File: config.mk
export PLATFORM = sky130hd
export DESIGN_NAME = mu_access
export DESIGN_NICKNAME = d
export VERILOG_FILES = /design/src/mu_pkg.sv /design/src/mu_opregs.sv /design/src/mu_access.sv
export SDC_FILE = /design/constraint.sdc
export NUM_CORES = 1
export LEC_CHECK = 0
export BUFFER_PORTS_ARGS = -buffer_cell sky130_fd_sc_hd__buf_2
export CAP_MARGIN = 20
export CORE_UTILIZATION = 55
export DETAILED_ROUTE_END_ITERATION = 10
export GPL_TIMING_DRIVEN = 0
export PLACE_DENSITY = 0.75
export SETUP_SLACK_MARGIN = 0.2
export SLEW_MARGIN = 25
export SYNTH_ARGS = -nofsm -noshare
export SYNTH_HDL_FRONTEND = slang
export SYNTH_SLANG_ARGS = --single-unit
File: constraint.sdc
create_clock -name ref_clk -period 5.2 [get_ports ref_clk]
set_input_delay 1.3 -clock ref_clk [delete_from_list [all_inputs] [get_ports ref_clk]]
set_output_delay 1.3 -clock ref_clk [all_outputs]
set_load 0.02 [all_outputs]
File: src/mu_pkg.sv
// Shared constants for the math unit host access block.
// Assumes a single 40 MHz clock domain.
package mu_pkg;
   localparam int DATA_W = 32;
   localparam int RES_W  = 96;
   localparam int OBJ_W  = 3;
   localparam int NREGS  = 4;

   // Object select, taken from address bits 4..2
   localparam int         ADDR_OBJ_LSB = 2;
   localparam logic [2:0] OBJ_STATUS   = 3'h0;
   localparam logic [2:0] OBJ_RES_HI   = 3'h1;
   localparam logic [2:0] OBJ_RES_MID  = 3'h2;
   localparam logic [2:0] OBJ_RES_LO   = 3'h3;
   localparam logic [2:0] OBJ_CMD      = 3'h7;

   // Command word fields
   localparam int OP_LSB      = 9;
   localparam int OP_W        = 5;
   localparam int SRC_REG_BIT = 8;
   localparam int SRC_IDX_LSB = 6;
   localparam int DST_REG_BIT = 5;
   localparam int DST_IDX_LSB = 3;

   localparam logic [4:0] OP_MOVE  = 5'h07;
   localparam logic [4:0] OP_STRD  = 5'h08;
   localparam logic [4:0] OP_STWR  = 5'h09;

   // Status bit that makes an interrupt force the quiescent state
   localparam int                ABORT_INTR_BIT = 30;
   localparam logic [DATA_W-1:0] STATUS_RESET   = 32'h0000_0000;
   localparam logic [DATA_W-1:0] CMD_RESET      = 32'h0000_0000;
   localparam logic [RES_W-1:0]  RES_RESET      = 96'h0;
   localparam int                SYNC_STAGES   = 2;

   typedef enum logic [1:0] {ST_IDLE, ST_FETCH, ST_STORE} mu_state_type;
endpackage

File: src/mu_opregs.sv
// Four-entry operand register file of the math unit.
// Assumes one writer and one reader on ref_clk; read data is registered.
`timescale 1ns/1ps
module mu_opregs #(
   parameter int W = 96,
   parameter int N = 4
) (
   input  wire logic                 ref_clk,
   input  wire logic                 sys_rst,
   input  wire logic                 wr_en,
   input  wire logic [$clog2(N)-1:0] wr_idx,
   input  wire logic [W-1:0]         wr_data,
   input  wire logic                 rd_en,
   input  wire logic [$clog2(N)-1:0] rd_idx,
   output logic      [W-1:0]         rd_data
);
   logic [W-1:0] mem [N];

   always_ff @(posedge ref_clk) begin
      if (wr_en) begin
         mem[wr_idx] <= wr_data;
      end
   end

   always_ff @(posedge ref_clk) begin
      if (sys_rst) begin
         rd_data <= '0;
      end else if (rd_en) begin
         rd_data <= mem[rd_idx];
      end
   end
endmodule

File: src/mu_access.sv
// Math unit host access port: memory mapped objects, transaction sequencer, abort.
// Assumes bus pins arrive asynchronously and are synchronised here.
// How it works
// - Every mapped access ends with a normal acknowledge, never a fault.
// - Access is taken on data read or write with chip select; address latched.
// - Address bits 4..2 pick status, one of three result words, or command.
// - Reads return the selected object; writes store bus data into it.
// - Status and result are read/write; command is write only.
// - Operand registers have no address; moves alone reach them.
// - Every access is a full word; reads return a whole word.
// - Narrow writes update the full word; host should write words.
// - Peripheral mode ignores interrupt acknowledge and keeps running.
// - Peripheral mode: interrupt with abort bit set forces the quiescent state.
// - Coprocessor mode: interrupt before completion aborts the operation.
// - A restart runs from the start, regardless of leftover status.
// - Coprocessor mode: a faulted later result store aborts the operation.
// - Reading the result register leaves it unchanged.
// - Move to memory places the value in the result register.
// - Quiescent: data accesses still served, no internal register activity.
// - After a command write, interrupt acknowledges are ignored in peripheral mode; in coprocessor mode they abort.
`timescale 1ns/1ps
module mu_access (
   input  wire logic        ref_clk,
   input  wire logic        sys_rst,
   input  wire logic        chip_sel_n,
   input  wire logic        data_rd,
   input  wire logic        data_wr,
   input  wire logic [31:0] bus_addr,
   input  wire logic [3:0]  byte_en,
   input  wire logic [31:0] bus_wdata,
   input  wire logic        cp_mode,
   input  wire logic        intr_req,
   input  wire logic        intr_ack,
   input  wire logic        store_fault,
   output logic      [31:0] bus_rdata,
   output logic             bus_oe_n,
   output logic             bus_ack,
   output logic             bus_fault,
   output logic             op_done_n
);
   // Seven control pins, the object field and the write data share one synchroniser
   localparam int SW = 7 + mu_pkg::OBJ_W + mu_pkg::DATA_W;

   logic [SW-1:0] sync1_q;
   logic [SW-1:0] sync2_q;
   logic          s_cs_n, s_rd, s_wr, s_cpm, s_intr, s_iack, s_sfault;
   logic [2:0]    s_obj;
   logic [31:0]   s_wdata;
   logic          acc, acc_q, acc_start;
   logic          serve_q, acc_wr_q;
   logic [2:0]    obj_q;
   logic [31:0]   wdata_q;
   logic [31:0]   read_mux;
   logic          bus_wr_fire, cmd_start;
   logic [31:0]   status_q, cmd_q;
   logic [95:0]   result_q;
   mu_pkg::mu_state_type st_q;
   logic          busy, abort_now;
   logic [4:0]    op;
   logic          rf_rd_en, rf_wr_en;
   logic [95:0]   rf_rdata, move_val;
   logic          store_ok;

   // Byte enables are not used: every access is a whole word
   always_ff @(posedge ref_clk) begin
      if (sys_rst) begin
         sync1_q <= '1;
         sync2_q <= '1;
      end else begin
         sync1_q <= {chip_sel_n, data_rd, data_wr, cp_mode, intr_req, intr_ack,
                     store_fault, bus_addr[4:2], bus_wdata};
         sync2_q <= sync1_q;
      end
   end

   assign {s_cs_n, s_rd, s_wr, s_cpm, s_intr, s_iack, s_sfault, s_obj, s_wdata} = sync2_q;
   assign acc       = !s_cs_n && (s_rd || s_wr);
   assign acc_start = acc && !acc_q;

   always_ff @(posedge ref_clk) begin
      if (sys_rst) begin
         acc_q    <= 1'b0;
         serve_q  <= 1'b0;
         acc_wr_q <= 1'b0;
         obj_q    <= 3'h0;
         wdata_q  <= 32'h0000_0000;
      end else begin
         acc_q   <= acc;
         serve_q <= acc_start;
         if (acc_start) begin
            obj_q    <= s_obj;
            acc_wr_q <= s_wr;
            wdata_q  <= s_wdata;
         end
      end
   end

   // Unmapped objects and the command register read as zero
   always_comb begin
      if (obj_q == mu_pkg::OBJ_STATUS) begin
         read_mux = status_q;
      end else if (obj_q == mu_pkg::OBJ_RES_HI) begin
         read_mux = result_q[95:64];
      end else if (obj_q == mu_pkg::OBJ_RES_MID) begin
         read_mux = result_q[63:32];
      end else if (obj_q == mu_pkg::OBJ_RES_LO) begin
         read_mux = result_q[31:0];
      end else begin
         read_mux = 32'h0000_0000;
      end
   end

   always_ff @(posedge ref_clk) begin
      if (sys_rst) begin
         bus_rdata <= 32'h0000_0000;
         bus_oe_n  <= 1'b1;
         bus_ack   <= 1'b0;
      end else begin
         if (!acc) begin
            bus_oe_n <= 1'b1;
            bus_ack  <= 1'b0;
         end
         if (serve_q && acc) begin
            bus_ack <= 1'b1;
            if (!acc_wr_q) begin
               bus_rdata <= read_mux;
               bus_oe_n  <= 1'b0;
            end
         end
      end
   end

   assign bus_fault   = 1'b0;
   assign bus_wr_fire = serve_q && acc && acc_wr_q;
   assign cmd_start   = bus_wr_fire && obj_q == mu_pkg::OBJ_CMD;

   always_ff @(posedge ref_clk) begin
      if (sys_rst) begin
         cmd_q <= mu_pkg::CMD_RESET;
      end else if (cmd_start) begin
         cmd_q <= wdata_q;
      end
   end

   // Interrupt acknowledge never aborts in peripheral mode
   assign busy      = st_q != mu_pkg::ST_IDLE;
   assign abort_now = busy && (s_cpm ? (s_intr || s_iack || s_sfault)
                      : (s_intr && status_q[mu_pkg::ABORT_INTR_BIT]));
   assign op        = cmd_q[mu_pkg::OP_LSB +: mu_pkg::OP_W];
   assign store_ok  = st_q == mu_pkg::ST_STORE && !abort_now;

   // A new command always restarts from fetch; no state survives an abort
   always_ff @(posedge ref_clk) begin
      if (sys_rst) begin
         st_q      <= mu_pkg::ST_IDLE;
         op_done_n <= 1'b0;
      end else if (cmd_start) begin
         st_q      <= mu_pkg::ST_FETCH;
         op_done_n <= 1'b1;
      end else if (abort_now) begin
         st_q      <= mu_pkg::ST_IDLE;
         op_done_n <= 1'b0;
      end else begin
         case (st_q)
            mu_pkg::ST_FETCH: begin
               st_q <= mu_pkg::ST_STORE;
            end
            mu_pkg::ST_STORE: begin
               st_q      <= mu_pkg::ST_IDLE;
               op_done_n <= 1'b0;
            end
            default: begin
               st_q <= mu_pkg::ST_IDLE;
            end
         endcase
      end
   end

   assign rf_rd_en = st_q == mu_pkg::ST_FETCH;
   assign move_val = cmd_q[mu_pkg::SRC_REG_BIT] ? rf_rdata : result_q;
   assign rf_wr_en = store_ok && op == mu_pkg::OP_MOVE && cmd_q[mu_pkg::DST_REG_BIT];

   mu_opregs #(
      .W (mu_pkg::RES_W),
      .N (mu_pkg::NREGS)
   ) u_opregs (
      .ref_clk (ref_clk),
      .sys_rst (sys_rst),
      .wr_en   (rf_wr_en),
      .wr_idx  (cmd_q[mu_pkg::DST_IDX_LSB +: 2]),
      .wr_data (move_val),
      .rd_en   (rf_rd_en),
      .rd_idx  (cmd_q[mu_pkg::SRC_IDX_LSB +: 2]),
      .rd_data (rf_rdata)
   );

   // Bus writes win over the sequencer; the host never overlaps them
   always_ff @(posedge ref_clk) begin
      if (sys_rst) begin
         status_q <= mu_pkg::STATUS_RESET;
      end else if (bus_wr_fire && obj_q == mu_pkg::OBJ_STATUS) begin
         status_q <= wdata_q;
      end else if (store_ok && op == mu_pkg::OP_STWR) begin
         status_q <= result_q[31:0];
      end
   end

   // Reads never touch the result register, so a restarted read sees the same word
   always_ff @(posedge ref_clk) begin
      if (sys_rst) begin
         result_q <= mu_pkg::RES_RESET;
      end else if (bus_wr_fire && obj_q == mu_pkg::OBJ_RES_HI) begin
         result_q[95:64] <= wdata_q;
      end else if (bus_wr_fire && obj_q == mu_pkg::OBJ_RES_MID) begin
         result_q[63:32] <= wdata_q;
      end else if (bus_wr_fire && obj_q == mu_pkg::OBJ_RES_LO) begin
         result_q[31:0] <= wdata_q;
      end else if (store_ok && op == mu_pkg::OP_MOVE && !cmd_q[mu_pkg::DST_REG_BIT]) begin
         result_q <= move_val;
      end else if (store_ok && op == mu_pkg::OP_STRD) begin
         result_q[31:0] <= status_q;
      end
   end
endmodule

==> reports/qor.csv, run 1 <==
metric,value,unit
muxShareOfSynthArea,0.173,
synth_top_family_by_area,multiplexers,
fin_crit_sh,0.627,
switching_share,0.203,
rsz0062_at_grt,no,
io_pins,113,
die_h,237,um
timing.rr.start,obj_q[0],
startpoint_type,register,
critPathMaxFanout,10,
synth_compound_area_frac,0.0732,
min-delay-start,sync1_q[20],
synthArstFlopShare,0,
drv_slew,0,
grt_overflow,0,
dieArea,56100,um^2
cts_resized,0,
syn_area_per_cell,13.6,um^2
timing.final.crit_period,3.26,ns
n_fill_cell,3922,
core_area,54100,um^2
die-width,237,um
track_usage,0.298,
powerDensity,361,nW/um^2
synth_cell_types,45,
critPathKind,register to register,
netlist.area_leader.share,0.380,
ys_ff_latch,778,
ir_drop,0.000255,V
cp.required,5.76,ns
placed_area,32000,um^2
rrSetupSlack,1.94,ns
holdWs,0.406,ns
leakage,11.3,nW
max_freq,0.307,GHz
p_int,10.0,mW
tightest_slew,1.13,ns
rr_worst_depth,6,
grt_pass1_vias,19800,
clockBufferDepth,3,
initial_core_util,0.560,
hold_depth,1,
clkTransAtPathRegs,0.06,ns
worstPathArrival,3.82,ns
root_buffer,clkbuf_16,
drive_gt1_frac,0.229,
final_cell_area,34800,um^2
num_rows,85,
grt_pass1_wl,123000,um
synth_top_area_cell,edfxtp_1,
max_cap_viol_count,0,
end_kind,register,
numCtsBuffers,78,
finalSetupTns,0,ns
r2r-end,result_q[29],
combinationalPowerShare,0.016,
ant_nets,0,
p_seq_frac,0.514,
worst_slack,1.94,ns
synth.net_count,2310,
wl_per_cell,25.9,um
holdBufCountCts,0,
nets,2483,
n_antenna_cell,0,
hold_class,register to register,
power.total,12.6,mW
status,"finished, final reports clean",
dp.cells,3022,
vias,19600,
yosys.area_share.simple,0.0915,
synth_area,30300,um^2
clkSinkCount,778,
via_per_inst,6.20,
finalClockSkew,0.0225,ns
synth_edf_count,384,
final_cells,3168,
setup_viol,0,
post_cts_buffers,0,
cts-htree-levels,3,
dr.pass1.iters,6,
hpwl,54900,um
yosysSeqAreaShare,0.640,
syn_inst,2233,
synth_fa_ha_area_frac,0,
area_growth,14.7,%
drtIter0Drc,1964,
synth_xor_area_frac,0,
clock_power_share,0.470,
whs_endpoint,sync2_q[20],
synthFlopType,dfxtp_1,
antenna_found_initial,2,
cts_tree,built,
hold_viol,0,
power_switching,2.55,mW
port_buffers,77,
finalWirelength,81900,um
dp_slack,1.55,ns
grt_max_degree,40,
final_util,0.643,
relSlewSlack,0.247,
insertion_delay,0.64,ns
yosysWarnings,0,
place.gp.congestion,0.926,
synthTopCellsByArea,"edfxtp_1 (38%), dfxtp_1 (26%), mux4_2 (9.5%), mux2i_1 (4.2%), mux2_2 (3.6%)",
post-route-drc-count,0,
-- state kept, by name, indices dropped and copies added, names as in the netlist, 2 cells and up --
signal and count:
sync1_q 42, result_q 96, status_q 32, u_opregs.rd_data 96, st_q 2, u_opregs.mem 384, obj_q 3, wdata_q 32
sync2_q 42, bus_rdata 32, cmd_q 11
-- synthesized netlist by cell type (6+ instances only) --
master / count
a21bo_1: 6
edfxtp_1: 384
a211oi_1: 32
nor2_1: 164
dfxtp_1: 394
mux2_2: 96
a22o_1: 13
buf_1: 13
or2_2: 84
a22oi_1: 32
mux2i_1: 128
o21ai_0: 6
a221o_1: 26
nand4_1: 9
a2bb2oi_1: 6
clkbuf_1: 122
and2_1: 67
mux4_2: 128
nand2_1: 267
o21a_1: 65
buf_2: 23
a21oi_1: 133
-- worst max-delay path, cell delays in order, from the launching register on --
cell,delay [ns]
dfxtp_1,0.37
clkbuf_1,0.57
nand2_1,0.22
nor3_1,0.77
clkbuf_1,0.91
a2bb2oi_1,0.13
a21bo_1,0.23
-- power by group through the flow --
stage	combinational, mW	sequential (mW)	clock [mW]
after global placement	0.191	6.59	0
after floorplan	0.112	6.57	0
after global routing	0.213	6.45	6.19
after CTS	0.198	6.45	5.95
final	0.202	6.46	5.91
after detailed placement	0.196	6.59	0
-- cell type report --
cell class / count / area, um^2 / area share
plain buffers: 162 / 657 / 0.0189
clock inverters: 37 / 405 / 0.0117
multi-input cells: 1291 / 10300 / 0.295
repair buffers: 93 / 811 / 0.0233
well taps: 696 / 871 / 0.0250
flip-flops and latches: 778 / 19400 / 0.558
inverters: 2 / 7.51 / 0.000216
clock buffers: 109 / 2340 / 0.0672
-- worst max path at each step --
stage                      startpoint  depth (start not counted)             endpoint  slack [ns]
after detailed placement      sys_rst                          4         result_q[30]        1.55
after floorplan           sync2_q[37]                          4   u_opregs.mem[2][0]       -0.50
after global placement    sync2_q[37]                          4  u_opregs.mem[3][56]       -4.48
after CTS                 sync2_q[37]                          7  u_opregs.mem[2][79]        2.08
final                        obj_q[0]                          6         result_q[29]        1.94
after global routing      sync2_q[37]                          7  u_opregs.mem[2][79]        1.93
-- cell usage in the layout, fill, tap and decap left out, types with 3 or more instances in the layout --
cell          n
clkbuf_1    133
buf_4         3
nor2b_1       4
a21bo_1       6
bufinv_16     8
a211oi_1     32
a221o_1      26
nor2_1      161
mux4_2      128
or2_2        84
edfxtp_1    384
inv_6         4
and2_1       65
clkinvlp_4    4
mux2i_1     128
clkinv_2     11
a22o_1       13
a21oi_1     133
dfxtp_1     394
buf_16       14
o21a_1       65
clkinv_1      8
buf_2       101
o21ai_0       6
a22oi_1      32
nor3_1        3
clkbuf_16    84
clkbuf_8     14
nand4_1       9
nand2_1     267
a2bb2oi_1     6
mux2_2       96
buf_1        12
-- layer usage --
metal	wire length, um	vias up	global-route usage
li1	-	8530	-
met1	31800	9871	0.389
met2	38500	994	0.476
met3	7500	243	0.0624
met4	4100	0	0.145
met5	0	-	0
-- kinds of logic (layout without fill, tap and decap cells) --
group / count (synthesis) / count (layout)
flops: 778 / 778
mux: 352 / 352
simple gates: 613 / 613
buf+inv: 164 / 403
other cells: 1 / 1
compound gates: 325 / 325
Power figures use the tool's default switching activity.
==> run 2, diff against run 1 <==
Settings changed: CORE_UTILIZATION 55 to 61, PLACE_DENSITY 0.75 to 0.79.
Clock period 5.2 ns to 3.1 ns, I/O delays scaled along.
==> run 2 against run 1 <==
- wire length up 0.20%
- global-route usage grew 3.4 points
- flip-flop and latch count unchanged
- non-clock buffer count shrank 2
- worst hold slack worse by 0.068 ns
- critical path depth increased by 1
- fmax increased by 12%
- highest routed layer unchanged
- clock skew increased by 0.0040 ns
- combinational power grew 66%
- sequential share of layout area grew 0.79 points
- power grew 59%
- via count rose by 1.5%
==> reports/qor.csv, run 2 (same netlist as run 1, synthesis figures left out) <==
metric,value,unit
post_cts_buffers,0,
setup_viol,0,
hold_viol,0,
cts_tree,built,
worstPathArrival,3.42,ns
tightest_slew,1.18,ns
grt_max_degree,39,
grt_pass1_vias,20200,
n_fill_cell,3224,
antenna_found_initial,0,
wl_per_cell,26.3,um
dr.pass1.iters,6,
cts-htree-levels,3,
rsz0062_at_grt,yes,
powerDensity,582,nW/um^2
clockBufferDepth,3,
startpoint_type,register,
clkTransAtPathRegs,0.06,ns
mostFrequentLayoutCells,"dfxtp_1 (392), edfxtp_1 (384), nand2_1 (267)",
finalClockSkew,0.0265,ns
hpwl,53700,um
vias,19900,
placed_area,31900,um^2
numCtsBuffers,75,
hold_class,input pin to register,
place.gp.congestion,0.901,
initial_core_util,0.620,
track_usage,0.331,
cp.required,3.61,ns
post-route-drc-count,0,
ant_nets,0,
final_common_cell,dfxtp_1,
area_growth,13.1,%
via_per_inst,6.38,
io_pins,113,
drive_gt1_frac,0.225,
relSlewSlack,0.216,
critPathMaxFanout,10,
drv_slew,0,
root_buffer,clkbuf_16,
holdBufCountCts,0,
grt_pass1_wl,122000,um
fin_crit_sh,0.940,
max_freq,0.343,GHz
top_register,u_opregs.mem,
drtIter0Drc,2238,
dieArea,50600,um^2
status,"finished, final reports clean",
num_rows,81,
leakage,11.1,nW
die-width,225,um
port_buffers,77,
clkSinkCount,778,
finalSetupTns,0,ns
reg_top3,"u_opregs.mem x384, result_q x96, u_opregs.rd_data x96",
max_cap_viol_count,0,
largest_register_ffs,384,
final_cell_area,34300,um^2
finalWirelength,82100,um
grt_overflow,0,
timing.final.crit_period,2.91,ns
die_h,225,um
n_antenna_cell,0,
nets,2478,
end_kind,register,
insertion_delay,0.62,ns
core_area,49000,um^2
ir_drop,0.000500,V
critPathKind,register to register,
==> run 2: routing by layer <==
layer	wire length, um	track usage	vias to the layer above	share of wire
met5	0	0	-	0
met4	4460	0.181	0	0.054
met3	8850	0.0774	288	0.11
met2	38000	0.518	1315	0.46
met1	30700	0.431	9808	0.37
li1	-	-	8520	-
==> run 2: worst max-delay path, cell delays in order (launching register included) <==
cell and delay [ns]:
dfxtp_1 0.35, clkbuf_1 0.56, nor2_1 0.15, nand4b_1 0.22
nand4_1 0.32, clkbuf_1 0.70, a2bb2oi_1 0.27, a21bo_1 0.22
==> run 2: where the power goes <==
part / total, mW / leakage, nW / switching [mW] / internal, mW
Combinational: 0.336 / 4.14 / 0.229 / 0.107
Sequential: 10.8 / 5.85 / 0.0759 / 10.8
Clock: 8.79 / 1.14 / 3.83 / 4.96
Total: 20.0 / 11.1 / 4.13 / 15.8
==> run 2: cell type report <==
class	instances	area (um^2)	area share
Buffer	162	663	0.0193
Clock buffer	110	2170	0.0634
Clock inverter	27	170	0.00496
Inverter	2	7.51	0.000219
Multi-Input combinational cell	1291	10300	0.300
Sequential cell	778	19400	0.566
Tap cell	664	831	0.0242
Timing Repair Buffer	91	733	0.0214
==> run 2: final timing paths <==
kind	startpoint	endpoint	slack, ns	cells after the start
worst max-delay path	obj_q[0]	result_q[29]	0.19	7
worst min-delay path	bus_wdata[27]	sync1_q[27]	0.34	2
worst max register to register	obj_q[0]	result_q[29]	0.19	7
worst min register to register	sync1_q[19]	sync2_q[19]	0.40	1
==> run 2: metrics by stage <==
step,util,hold WS (ns),setup WS [ns],power [mW],instances
global placement,0.645,0.394,-1.25,11.4,2974
floorplan,-,0.389,0.0935,11.2,2233
global route,0.701,0.333,0.186,20.4,3125
detailed placement,0.652,0.393,0.140,11.4,2988
CTS,0.700,0.321,0.233,20.0,3125
finish,0.701,0.338,0.188,20.0,3125
==> run 2: repair_timing <==
action,CTS,global route
gates cloned,0,0
endpoints found under the hold margin,0,0
gates resized for setup,4,13
pin swaps,0,0
endpoints found under the setup margin,42,45
==> run 3, diff against run 2 <==
Settings changed: CORE_ASPECT_RATIO from default to 0.6.
==> run 3 against run 2 <==
- core utilization rose by 0.44 points
- worst hold slack improved by 0.012 ns
- clock power fell by 4.0%
- worst setup slack got worse by 0.053 ns
- global-route usage rose by 0.82 points
- clock skew fell by 0.011 ns
- critical path depth fell by 1
- non-clock buffer count rose by 5
- wire length rose by 3.6%
- count of clock-buffer cells in the layout fell by 7
- first-iteration DRC count rose by 30%
- power fell by 1.7%
- critical endpoint is now u_opregs.rd_data[76]
==> reports/qor.csv, run 3 (same netlist as run 1, synthesis figures left out) <==
metric,value,unit
grt_pass1_wl,126000,um
crit_family,buffers and inverters,
tightest_slew,1.09,ns
worst_slack,0.134,ns
die-width,290,um
largest_register_ffs,384,
numCtsBuffers,68,
startpoint_type,register,
max_cap_viol_count,0,
fin_crit_sh,0.957,
powerDensity,575,nW/um^2
finalWirelength,85000,um
final_cell_area,34100,um^2
end_kind,register,
leakage,11.1,nW
timing.final.crit_period,2.97,ns
mostFrequentLayoutCells,"dfxtp_1 (392), edfxtp_1 (384), nand2_1 (267)",
io_pins,113,
ant_nets,0,
crit_chain,clkbuf_1 > clkbuf_1 > clkbuf_2 > mux4_2 > nand2_1 > a21oi_1,
dp.cells,2964,
hold_viol,0,
setup_viol,0,
finalClockSkew,0.0153,ns
num_rows,62,
via_per_inst,6.56,
nets,2476,
clkSinkCount,778,
n_antenna_cell,0,
slowest_stage,clkbuf_1,
antenna_found_initial,3,
rrSetupSlack,0.13,ns
grt_overflow,0,
worstPathArrival,3.41,ns
relSlewSlack,0.272,
insertion_delay,0.60,ns
dieArea,50600,um^2
holdWs,0.351,ns
status,"finished, final reports clean",
die_h,175,um
max_freq,0.337,GHz
reg_top3,"u_opregs.mem x384, result_q x96, u_opregs.rd_data x96",
track_usage,0.340,
wl_per_cell,27.5,um
ir_drop,0.000522,V
vias,20300,
top_register,u_opregs.mem,
cp.required,3.54,ns
port_buffers,77,
final_common_cell,dfxtp_1,
area_growth,12.5,%
critPathMaxFanout,10,
cp_common_cell,clkbuf_1,
grt_pass1_vias,19800,
root_buffer,clkbuf_16,
clockBufferDepth,3,
cp_slowest_stage_delay,0.68,ns
critPathKind,register to register,
drv_slew,0,
path_buf_inv,3,
dr.pass1.iters,8,
drtIter0Drc,2916,
core_area,48400,um^2
final_cells,3092,
clkTransAtPathRegs,0.08,ns
drive_gt1_frac,0.226,
place.gp.congestion,0.924,
rsz0062_at_grt,no,
initial_core_util,0.626,
cts_tree,built,
post-route-drc-count,0,
hpwl,56900,um
cts-htree-levels,3,
grt_max_degree,35,
hold_class,input pin to register,
placed_area,31900,um^2
dp_slack,0.0663,ns
## run 3: cell count changes in the layout (fill, tap and decap cells not counted), moves of 2 or more
cell / delta
clkinv_4: +3
buf_12: +2
clkinvlp_4: -6
clkinv_2: -2
clkbuf_1: -7
clkinv_1: -2
buf_16: -2
clkbuf_2: +3
clkbuf_8: +3
buf_4: +5
clkbuf_16: -5
## run 3: layout make-up
cell class / count / area, um^2
sequential: 778 / 19400
fill: 3219 / 14300
multi-input combinational: 1291 / 10300
clock buffer: 103 / 2070
tap: 640 / 801
timing repair buffer: 96 / 756
buffer: 162 / 667
clock inverter: 20 / 115
inverter: 2 / 7.51
## run 3: worst register-to-register path: stages, from the launching register on
cell and delay [ns]:
dfxtp_1 0.33, clkbuf_1 0.65, clkbuf_1 0.68, clkbuf_2 0.55, mux4_2 0.42, nand2_1 0.09
a21oi_1 0.08
## run 3: where the power goes
group / switching, mW / internal [mW] / leakage [nW]
combinational: 0.241 / 0.107 / 4.17
clock: 3.79 / 4.65 / 1.08
sequential: 0.0726 / 10.8 / 5.85
total: 4.11 / 15.5 / 11.1
## run 3: metal layers
metal | GRT usage | share of wire | up-vias
li1 | - | - | 8502
met4 | 0.122 | 0.036 | 2
met2 | 0.486 | 0.42 | 1473
met3 | 0.101 | 0.14 | 226
met5 | 0.0159 | 0.0014 | -
met1 | 0.493 | 0.40 | 10100
## run 3: worst paths after layout
kind                                    start              endpoint  cells past startpoint
worst max-delay path                 cmd_q[7]  u_opregs.rd_data[76]                      6
worst min-delay path            bus_wdata[30]           sync1_q[30]                      2
worst max register to register       cmd_q[7]  u_opregs.rd_data[76]                      6
worst min register to register    sync1_q[40]           sync2_q[40]                      1
## run 3: stage by stage
| step | power (mW) | TNS [ns] | util |
|---|---|---|---|
| 2_1_floorplan | 11.2 | 0 | - |
| 3_3_place_gp | 11.4 | -383.54 | 0.652 |
| 3_5_place_dp | 11.4 | 0 | 0.659 |
| 4_1_cts | 19.6 | 0 | 0.704 |
| 5_1_grt | 20.0 | 0 | 0.705 |
| 6_report | 19.6 | 0 | 0.705 |
## run 3: timing repair
action / in CTS / in global routing
buffers inserted: 0 / 5
hold buffers: 0 / 0
resized for setup: 4 / 13
pin swaps: 0 / 2
endpoints found under the setup margin: 33 / 72
